<file path="config.mk">
export PLATFORM = sky130hd
export DESIGN_NAME = dphy_timing_regs
export DESIGN_NICKNAME = d
export VERILOG_FILES = /design/src/logic/dphy_timing_regs.v
export VERILOG_INCLUDE_DIRS = /design/src /design/src/logic
export SDC_FILE = /design/constraint.sdc
export NUM_CORES = 1
export LEC_CHECK = 0
export BUFFER_PORTS_ARGS = -buffer_cell sky130_fd_sc_hd__buf_4
export CAP_MARGIN = 20
export CORE_MARGIN = 5
export CORE_UTILIZATION = 50
export CTS_CLUSTER_SIZE = 8
export DETAILED_ROUTE_END_ITERATION = 8
export GPL_TIMING_DRIVEN = 0
export PLACE_DENSITY = 0.84
export SLEW_MARGIN = 15
export SYNTH_ARGS = -nofsm -noshare
export SYNTH_HDL_FRONTEND = slang
export SYNTH_SLANG_ARGS = --single-unit
</file>
<file path="constraint.sdc">
create_clock -name i_clk -period 4.9 [get_ports i_clk]
set_clock_uncertainty 0.05 [all_clocks]
set_input_delay 0.245 -clock i_clk [delete_from_list [all_inputs] [get_ports i_clk]]
set_output_delay 0.245 -clock i_clk [all_outputs]
set_load 0.01 [all_outputs]
</file>
<file path="src/logic/dphy_timing_defines.vh">
`ifndef DPHY_TIMING_DEFINES_VH
`define DPHY_TIMING_DEFINES_VH

// Register offsets (byte addresses on the plain register port)
`define HS_ZERO_OFS 8'h45
`define HS_TRAIL_OFS 8'h46
`define HS_EXIT_OFS 8'h47
`define LPX_OFS 8'h48
`define CK_PREP_OFS 8'h60
`define CK_ZERO_OFS 8'h61
`define RATE_SEL_OFS 8'h70

// Field layout
`define OVR_BIT 7
`define VAL_MSB 6

// Lane rate codes
`define RATE_400 2'h0
`define RATE_800 2'h1
`define RATE_1200 2'h2
`define RATE_1600 2'h3

// Automatic values at 800 Mbps, which are also the reset values
`define HS_ZERO_800 7'h0C
`define HS_TRAIL_800 7'h08
`define HS_EXIT_800 7'h0B
`define LPX_800 7'h06
`define CK_PREP_800 7'h05
`define CK_ZERO_800 7'h1B

`endif

</file>
<file path="src/logic/dphy_timing_regs.v">
// Contract
// - Bit 7 set selects written bits 6:0; clear selects the auto value.
// - Bit 7 clear makes the field read-only, reading back the auto value.
// - Bit 7 set makes the field read/write and the source of lane timing.
// - Auto values start at the 800 Mbps figures and follow the lane rate.
// - Six identical override registers: four at 0x45-0x48, two at 0x60-0x61.
`timescale 1ns/10ps
`include "dphy_timing_defines.vh"

module dphy_timing_regs (
    // Clock and reset
    input wire i_clk,
    input wire i_rst_b,
    // Register port
    input wire [7:0] i_addr,
    input wire [7:0] i_wdata,
    input wire i_wr,
    input wire i_rd,
    output reg [7:0] o_rdata,
    // Timing values to the lane sequencers, in byte clock cycles
    output reg [6:0] o_hs_zero,
    output reg [6:0] o_hs_trail,
    output reg [6:0] o_hs_exit,
    output reg [6:0] o_lpx,
    output reg [6:0] o_clock_prepare,
    output reg [6:0] o_clock_zero,
    // Currently selected lane rate
    output wire [1:0] o_rate_sel
);

    localparam NUM = 6;

    reg [1:0] rate_reg;
    reg [NUM-1:0] ovr_reg;
    reg [6:0] hs_zero_value_reg;
    reg [6:0] hs_trail_value_reg;
    reg [6:0] hs_exit_value_reg;
    reg [6:0] lpx_value_reg;
    reg [6:0] clock_prepare_value_reg;
    reg [6:0] clock_zero_value_reg;
    reg [NUM-1:0] ovr_next;
    reg [6:0] hs_zero_value_next;
    reg [6:0] hs_trail_value_next;
    reg [6:0] hs_exit_value_next;
    reg [6:0] lpx_value_next;
    reg [6:0] clock_prepare_value_next;
    reg [6:0] clock_zero_value_next;
    reg [7:0] rdata_next;
    wire [6:0] hs_zero_auto;
    wire [6:0] hs_trail_auto;
    wire [6:0] hs_exit_auto;
    wire [6:0] lpx_auto;
    wire [6:0] clock_prepare_auto;
    wire [6:0] clock_zero_auto;
    wire [6:0] hs_zero_eff;
    wire [6:0] hs_trail_eff;
    wire [6:0] hs_exit_eff;
    wire [6:0] lpx_eff;
    wire [6:0] clock_prepare_eff;
    wire [6:0] clock_zero_eff;
    wire [NUM-1:0] wr_hit;
    wire rate_wr;
    integer n;

    // Scale an 800 Mbps figure to another rate; byte clock is rate/8
    // so cycle counts grow roughly with rate. Rounded up to stay legal.
    function [6:0] scale;
        input [6:0] base;
        input [1:0] rate;
        reg [8:0] t;
        begin
            t = 9'h000;
            case (rate)
                `RATE_400: t = ({2'h0, base} + 9'h001) >> 1;
                `RATE_800: t = {2'h0, base};
                `RATE_1200: t = {2'h0, base} + (({2'h0, base} + 9'h001) >> 1);
                `RATE_1600: t = {1'h0, base, 1'h0};
                default: t = {2'h0, base};
            endcase
            scale = (t > 9'h07F) ? 7'h7F : t[6:0];
        end
    endfunction

    // Register index for an address, NUM when unmapped
    function [2:0] reg_idx;
        input [7:0] a;
        begin
            case (a)
                `HS_ZERO_OFS: reg_idx = 3'h0;
                `HS_TRAIL_OFS: reg_idx = 3'h1;
                `HS_EXIT_OFS: reg_idx = 3'h2;
                `LPX_OFS: reg_idx = 3'h3;
                `CK_PREP_OFS: reg_idx = 3'h4;
                `CK_ZERO_OFS: reg_idx = 3'h5;
                default: reg_idx = 3'h6;
            endcase
        end
    endfunction

    // Next stored field. Without override the field shadows the
    // automatic value, so a write that clears the bit drops the old
    // software value instead of reviving it later.
    function [6:0] field_next;
        input hit;
        input [7:0] wdata;
        input ovr;
        input [6:0] cur;
        input [6:0] auto_v;
        begin
            if (hit && wdata[`OVR_BIT]) begin
                field_next = wdata[`VAL_MSB:0];
            end else if (hit || !ovr) begin
                field_next = auto_v;
            end else begin
                field_next = cur;
            end
        end
    endfunction

    // Value the lane sequencer uses
    function [6:0] effective;
        input ovr;
        input [6:0] stored;
        input [6:0] auto_v;
        begin
            effective = ovr ? stored : auto_v;
        end
    endfunction

    // Write decode; unmapped addresses hit nothing
    assign rate_wr = i_wr && (i_addr == `RATE_SEL_OFS);
    assign wr_hit[0] = i_wr && (reg_idx(i_addr) == 3'h0);
    assign wr_hit[1] = i_wr && (reg_idx(i_addr) == 3'h1);
    assign wr_hit[2] = i_wr && (reg_idx(i_addr) == 3'h2);
    assign wr_hit[3] = i_wr && (reg_idx(i_addr) == 3'h3);
    assign wr_hit[4] = i_wr && (reg_idx(i_addr) == 3'h4);
    assign wr_hit[5] = i_wr && (reg_idx(i_addr) == 3'h5);

    // Automatic values follow the rate combinationally, so a rate change
    // is seen on the next read with no recompute latency.
    assign hs_zero_auto = scale(`HS_ZERO_800, rate_reg);
    assign hs_trail_auto = scale(`HS_TRAIL_800, rate_reg);
    assign hs_exit_auto = scale(`HS_EXIT_800, rate_reg);
    assign lpx_auto = scale(`LPX_800, rate_reg);
    assign clock_prepare_auto = scale(`CK_PREP_800, rate_reg);
    assign clock_zero_auto = scale(`CK_ZERO_800, rate_reg);

    assign hs_zero_eff = effective(ovr_reg[0], hs_zero_value_reg,
        hs_zero_auto);
    assign hs_trail_eff = effective(ovr_reg[1], hs_trail_value_reg,
        hs_trail_auto);
    assign hs_exit_eff = effective(ovr_reg[2], hs_exit_value_reg,
        hs_exit_auto);
    assign lpx_eff = effective(ovr_reg[3], lpx_value_reg,
        lpx_auto);
    assign clock_prepare_eff = effective(ovr_reg[4],
        clock_prepare_value_reg, clock_prepare_auto);
    assign clock_zero_eff = effective(ovr_reg[5],
        clock_zero_value_reg, clock_zero_auto);

    always @* begin
        ovr_next = ovr_reg;
        for (n = 0; n < NUM; n = n + 1) begin
            if (wr_hit[n]) begin
                ovr_next[n] = i_wdata[`OVR_BIT];
            end
        end
    end

    always @* begin
        hs_zero_value_next = field_next(wr_hit[0], i_wdata,
            ovr_reg[0], hs_zero_value_reg, hs_zero_auto);
        hs_trail_value_next = field_next(wr_hit[1], i_wdata,
            ovr_reg[1], hs_trail_value_reg, hs_trail_auto);
        hs_exit_value_next = field_next(wr_hit[2], i_wdata,
            ovr_reg[2], hs_exit_value_reg, hs_exit_auto);
        lpx_value_next = field_next(wr_hit[3], i_wdata,
            ovr_reg[3], lpx_value_reg, lpx_auto);
        clock_prepare_value_next = field_next(wr_hit[4], i_wdata,
            ovr_reg[4], clock_prepare_value_reg, clock_prepare_auto);
        clock_zero_value_next = field_next(wr_hit[5], i_wdata,
            ovr_reg[5], clock_zero_value_reg, clock_zero_auto);
    end

    // Reads return the override bit beside the value in use
    always @* begin
        rdata_next = 8'h00;
        case (i_addr)
            `HS_ZERO_OFS: begin
                rdata_next = {ovr_reg[0], hs_zero_eff};
            end
            `HS_TRAIL_OFS: begin
                rdata_next = {ovr_reg[1], hs_trail_eff};
            end
            `HS_EXIT_OFS: begin
                rdata_next = {ovr_reg[2], hs_exit_eff};
            end
            `LPX_OFS: begin
                rdata_next = {ovr_reg[3], lpx_eff};
            end
            `CK_PREP_OFS: begin
                rdata_next = {ovr_reg[4], clock_prepare_eff};
            end
            `CK_ZERO_OFS: begin
                rdata_next = {ovr_reg[5], clock_zero_eff};
            end
            `RATE_SEL_OFS: begin
                rdata_next = {6'h00, rate_reg};
            end
            default: begin
                rdata_next = 8'h00;
            end
        endcase
    end

    always @(posedge i_clk or negedge i_rst_b) begin
        if (!i_rst_b) begin
            rate_reg <= `RATE_800;
            ovr_reg <= {NUM{1'h0}};
            hs_zero_value_reg <= `HS_ZERO_800;
            hs_trail_value_reg <= `HS_TRAIL_800;
            hs_exit_value_reg <= `HS_EXIT_800;
            lpx_value_reg <= `LPX_800;
            clock_prepare_value_reg <= `CK_PREP_800;
            clock_zero_value_reg <= `CK_ZERO_800;
            o_rdata <= 8'h00;
        end else begin
            if (rate_wr) begin
                rate_reg <= i_wdata[1:0];
            end
            ovr_reg <= ovr_next;
            hs_zero_value_reg <= hs_zero_value_next;
            hs_trail_value_reg <= hs_trail_value_next;
            hs_exit_value_reg <= hs_exit_value_next;
            lpx_value_reg <= lpx_value_next;
            clock_prepare_value_reg <= clock_prepare_value_next;
            clock_zero_value_reg <= clock_zero_value_next;
            o_rdata <= i_rd ? rdata_next : 8'h00;
        end
    end

    // Timing outputs registered; the consumer counts byte clock cycles
    always @(posedge i_clk or negedge i_rst_b) begin
        if (!i_rst_b) begin
            o_hs_zero <= `HS_ZERO_800;
            o_hs_trail <= `HS_TRAIL_800;
            o_hs_exit <= `HS_EXIT_800;
            o_lpx <= `LPX_800;
            o_clock_prepare <= `CK_PREP_800;
            o_clock_zero <= `CK_ZERO_800;
        end else begin
            o_hs_zero <= hs_zero_eff;
            o_hs_trail <= hs_trail_eff;
            o_hs_exit <= hs_exit_eff;
            o_lpx <= lpx_eff;
            o_clock_prepare <= clock_prepare_eff;
            o_clock_zero <= clock_zero_eff;
        end
    end

    assign o_rate_sel = rate_reg;

endmodule // dphy_timing_regs
</file>
## After elaboration in Yosys (flattened, before gate mapping)

Cells that the tools add are included.

| operators by class | value |
|---|---|
| $add $sub $neg | 0 |
| $mul | 0 |
| divide/modulo/power cells | 0 |
| $lt $le $gt $ge | 6 |
| equality and inequality tests | 15 |
| shifts and indexed selects | 0 |
| mux-type cells | 33 |
| bitwise gates (word level) | 0 |
| reduce and logical (&&, ||, !) cells | 33 |

Operators with widths:

| operator | number |
|---|---|
| $pmux 9 s4 | 6 |
| $mux 7 | 24 |
| $eq 8x7->1 const B | 7 |
| $pmux 8 s7 | 1 |
| $gt 9x7->1 const B | 6 |
| $pmux 3 s6 | 1 |
| $logic_and 1x1->1 | 13 |
| $reduce_bool 2->1 | 6 |
| $mux 8 | 1 |
| $eq 3x2->1 const B | 2 |
| $eq 3x3->1 const B | 2 |
| $logic_not 1->1 | 6 |
| $logic_or 1x1->1 | 6 |
| $eq 2x2->1 const B | 2 |
| $eq 3x1->1 const B | 1 |
| $logic_not 3->1 | 1 |
| $eq 2x1->1 const B | 1 |
| $logic_not 2->1 | 1 |

| storage, ports and cells | value |
|---|---|
| register bits after elaboration | 100 |
| latch bits | 0 |
| bits in writable memories | 0 |
| memory bits (read-only) | 0 |
| output and inout port bits | 52 |
| word-level logic and storage cells | 107 |
| memories | 0 |

## Depth between registers and ports, before layout

| logic depth | value |
|---|---|
| depth after elaboration | 7 |
| depth in mapped cells | 8 |
| depth with buffers taken out | 7 |

## Worst setup path after synthesis

Ideal clock, no wire load.

| timing | value |
|---|---|
| path kind | input port to flip-flop |
| from | input port i_addr[4] |
| to | register hs_zero_value_reg[3] |
| library setup time | 0.083 ns |
| arrival | 2.050 ns |
| required time | 4.767 ns |
| setup slack | 2.717 ns |
| stages | 7 |
| path buffers | 2 |
| cells stage by stage | buf_2 or4b_4 a211o_1 buf_6 nor4_4 nor3_1 a221o_1 |

| between the ends | value |
|---|---|
| word-level cells in the longest chain between the ends | 6 |

Ends and longest elaborated chain:

| element | RTL line | text |
|---|---|---|
| from (decl) | dphy_timing_regs.v:15 | `input wire [7:0] i_addr,` |
| $eq 8x7->1 | dphy_timing_regs.v:88 | `case (a)` |
| $pmux 3 s6 * | dphy_timing_regs.v:88 |  |
| $logic_not 3->1 * | dphy_timing_regs.v:132 | `assign wr_hit[0] = i_wr && (reg_idx(i_addr) == 3'h0);` |
| $logic_and 1x1->1 * | dphy_timing_regs.v:132 |  |
| $logic_and 1x1->1 / $logic_or 1x1->1 (equally long branches) | dphy_timing_regs.v:110, dphy_timing_regs.v:112 |  |
| $mux 7 / $reduce_bool 2->1 (equally long branches) | - |  |
| to (signal assigned) | dphy_timing_regs.v:220 | `` hs_zero_value_reg <= `HS_ZERO_800; `` |
| to (signal assigned) | dphy_timing_regs.v:232 | `hs_zero_value_reg <= hs_zero_value_next;` |
| to (decl) | dphy_timing_regs.v:35 | `reg [6:0] hs_zero_value_reg;` |

Every way passes the cells marked *; elsewhere a longest branch is shown, timed or not.
A chain may end at the register's enable or synchronous reset.

## Worst setup path in the final report

| timing | value |
|---|---|
| from | register rate_reg[1], in the netlist o_rate_sel[1] |
| to | register o_rdata[5] |

| between the ends | value |
|---|---|
| word-level cells in the longest chain between the ends | 7 |

Ends and longest elaborated chain:

| element | RTL line | text |
|---|---|---|
| from (decl) | dphy_timing_regs.v:33 | `reg [1:0] rate_reg;` |
| from (signal assigned) | dphy_timing_regs.v:218 | `` rate_reg <= `RATE_800; `` |
| from (signal assigned) | dphy_timing_regs.v:229 | `rate_reg <= i_wdata[1:0];` |
| $eq 2x2->1 (tied with other cells) | dphy_timing_regs.v:73 | `case (rate)` |
| $pmux 9 s4 * | dphy_timing_regs.v:73 |  |
| $gt 9x7->1 | dphy_timing_regs.v:80 | `scale = (t > 9'h07F) ? 7'h7F : t[6:0];` |
| $mux 7 * | dphy_timing_regs.v:80 |  |
| $mux 7 * | dphy_timing_regs.v:126 | `effective = ovr ? stored : auto_v;` |
| net clock_zero_eff[5] | dphy_timing_regs.v:60 | `wire [6:0] clock_zero_eff;` |
| $pmux 8 s7 * | dphy_timing_regs.v:188 | `case (i_addr)` |
| $mux 8 * | dphy_timing_regs.v:238 | `o_rdata <= i_rd ? rdata_next : 8'h00;` |
| to (signal assigned) | dphy_timing_regs.v:238 |  |
| to (decl) | dphy_timing_regs.v:19 | `output reg [7:0] o_rdata,` |

The timed path passes the listed nets; every way through them passes the cells marked *. The select of a mux whose other input is x is not followed.

==> impl_metrics.csv <==
group,metric,value,unit
route,drt-initial-drc-count,492,
synth,ys_ff_latch,100,
floorplanning,io_pins,72,
floorplanning,std_cell_rows,35,
timing,clock.fmax,0.368,GHz
setup_path,cp-end-kind,"flop",
setup_path,cp_max_fo,9,
cells_and_area,largest_reg_flops,8,
cells_and_area,layout_common_cells,"71 x dfrtp_1, 68 x buf_4, 33 x nand2_1",
setup_path,arrival,2.88,ns
grt,busiest_layer,"met2",
cells_and_area,final_common_cell,"dfrtp_1",
route,totalWireLength,13300,um
clocking,insertion_delay,0.37,ns
grt,use_met1,31.1,%
grt,use_met2,37.3,%
floorplanning,die-width,107,um
setup_path,reg2reg_depth,7,
setup_path,path_class,"flop to flop",
place,post-dp-hpwl,9740,um
setup_path,crit_start,"o_rate_sel[1]",
setup_path,start_kind,"flop",
timing,final-setup-viol-count,0,
cells_and_area,fill_cells,735,
job,maxCapViolations,0,
place,pre_cts_ws,2.29,ns
setup_path,r2r_end,"o_rdata[5]",
timing,max_slew_margin,37.9,%
timing,min_period,2.72,ns
clocking,h-tree-depth,3,
place,gp_congestion,0.962,
setup_path,r2r_slack,2.18,ns
power,peakVddDrop,0.000175,V
cells_and_area,drive_gt1_share,30.1,%
hold_path,holdPathEnd,"o_rate_sel[0]",
synth,netlist_instances,425,
cells_and_area,area_growth,18.2,%
synth,synth_edf_count,0,
timing,hold_viol,0,
cells_and_area,n_antenna_cell,0,
synth,syn_area_per_cell,11.1,um2
cells_and_area,largest_register,"o_rdata",
grt,grt_pass1_vias,3829,
synth,synth_ff_type,"dfrtp_1",
synth,synth.distinct_cells,61,
synth,yosys_warnings,0,
clocking,cts_buffer_depth,2,
grt,antenna_found_initial,0,
timing,setup-tns-final,0,ns
clocking,cts_num_sinks,100,
timing,layout_setup_ws,2.18,ns
cells_and_area,layout.nets,532,
grt,grt_overflow,0,
timing,tightest_slew,0.928,ns
route,viasPerCell,6.48,
floorplanning,coreArea,9200,um2
setup_path,reg2reg_from,"o_rate_sel[1]",
synth,yosysSeqAreaShare,53.8,%
floorplanning,die_area,11500,um2
timing,rsz0062_at_grt,"false",
status,outcome,"completed",
synth,synthArstFlopShare,100,%
grt,grt_pass1_wl,20700,um
clocking,clkTransAtPathRegs,0.10,ns
setup_path,cp.required,5.06,ns
power,power_density,316,nW/um2
synth,synth_nets,451,
floorplanning,die_h,107,um
grt,grt_max_degree,64,
route,first_pass_iters,5,
route,drc_errors,0,
clocking,cts_tree,"done",
route,detail-route-antenna-nets,0,
route,wl_per_cell,21.4,um
route,num_vias,4032,
grt,met3_usage,4.88,%
hold_path,worstHoldStart,"i_wdata[0]",
clocking,cts_buffers,9,
power,power_leakage,2.41,nW
timing,period_share,55.5,%
floorplanning,initial_utilization,51.3,%
clocking,root_buffer,"clkbuf_8",
hold_path,min_path_cells,3,
timing,slew_viol_final,0,
grt,grt_usage,23.5,%
place,port_buffers,68,
timing,hold_slack,0.122,ns
synth,netlist_area,4720,um2
hold_path,hp-class,"input port to flop",
cell usage after synthesis, drive strengths merged, types with 6 or more instances:
library cell	number	area [um2]
buf	9	57.6
dfstp	29	762
mux2	18	203
a32oi	7	61.3
or2	6	37.5
nor2	20	75.1
a22o	18	158
and2	20	128
nor3	6	35.0
ha	6	75.1
dfrtp	71	1780
clkbuf	13	48.8
mux2i	8	80.1
nand2	33	124
o21ai	30	150
nor2b	8	50.1
a31oi	14	87.6
a22oi	6	45.0
inv	12	45.0
nand4	8	50.1
nand3	6	30.0
cell families (layout without fill, tap and decap cells):
logic type	after synthesis	in the layout	synth area share, %
AND/OR/NAND/NOR	137	137	17.0
AO/OA/AOI/OAI	122	122	18.4
flip-flops	100	100	53.8
buffers and inverters	34	120	3.21
multiplexers	26	26	6.00
adder cells (fa/ha/maj)	6	6	1.59
metal layers:
metal  vias to the layer above  share of wire, %
met5                         -                 0
met4                         0               3.9
met3                        50                10
met2                       263                46
met1                      1985                39
li1                       1734                 -
worst max-delay path, cell delays in order, from the launching register on:
cell and delay (ns):
dfrtp_1 0.48, ha_1 0.22, clkbuf_1 0.24, o21bai_1 0.78
o21ai_0 0.28, nor2b_1 0.20, o21ai_0 0.16, a31oi_1 0.13
report_power, final:
group | total, mW | switching [mW] | internal, mW
sequential | 0.957 | 0.0360 | 0.921
clock | 0.487 | 0.298 | 0.189
combinational | 0.318 | 0.192 | 0.126
total | 1.76 | 0.526 | 1.24
stage by stage:
step | std cells | util, % | cell area (um2) | total power, mW
after global placement | 604 | 58.3 | 5370 | 1.26
after floorplan | 425 | - | 4720 | 1.12
after CTS | 622 | 60.6 | 5570 | 1.76
after detailed placement | 605 | 58.6 | 5390 | 1.28
after global routing | 622 | 60.6 | 5570 | 1.82
final | 622 | 60.6 | 5570 | 1.76
worst max-delay path by stage:
stage | endpoint | slack (ns)
2_1_floorplan | hs_zero_value_reg[3] | 2.72
3_3_place_gp | o_rdata[5] | 2.37
3_5_place_dp | clock_prepare_value_reg[1] | 2.29
4_1_cts | o_rdata[5] | 2.28
5_1_grt | o_rdata[5] | 2.09
6_report | o_rdata[5] | 2.18
what timing repair did:
item	in CTS	in global routing
resized for setup	0	0
hold buffers	1	0
setup buffers	0	0
endpoints found under the setup margin	0	0
hold endpoints to repair	46	0
layout make-up:
cell class                 instances  area, um2  share of cell area (%)
inverter                          12       45.0                   0.808
multi-input combinational        291       2030                    36.3
clock inverter                     6       50.0                   0.898
clock buffer                      10        128                    2.29
timing repair buffer              70        541                    9.70
sequential                       100       2540                    45.6
tap                              111        139                    2.49
buffer                            22        106                    1.91
Power figures use the tool's default switching activity.
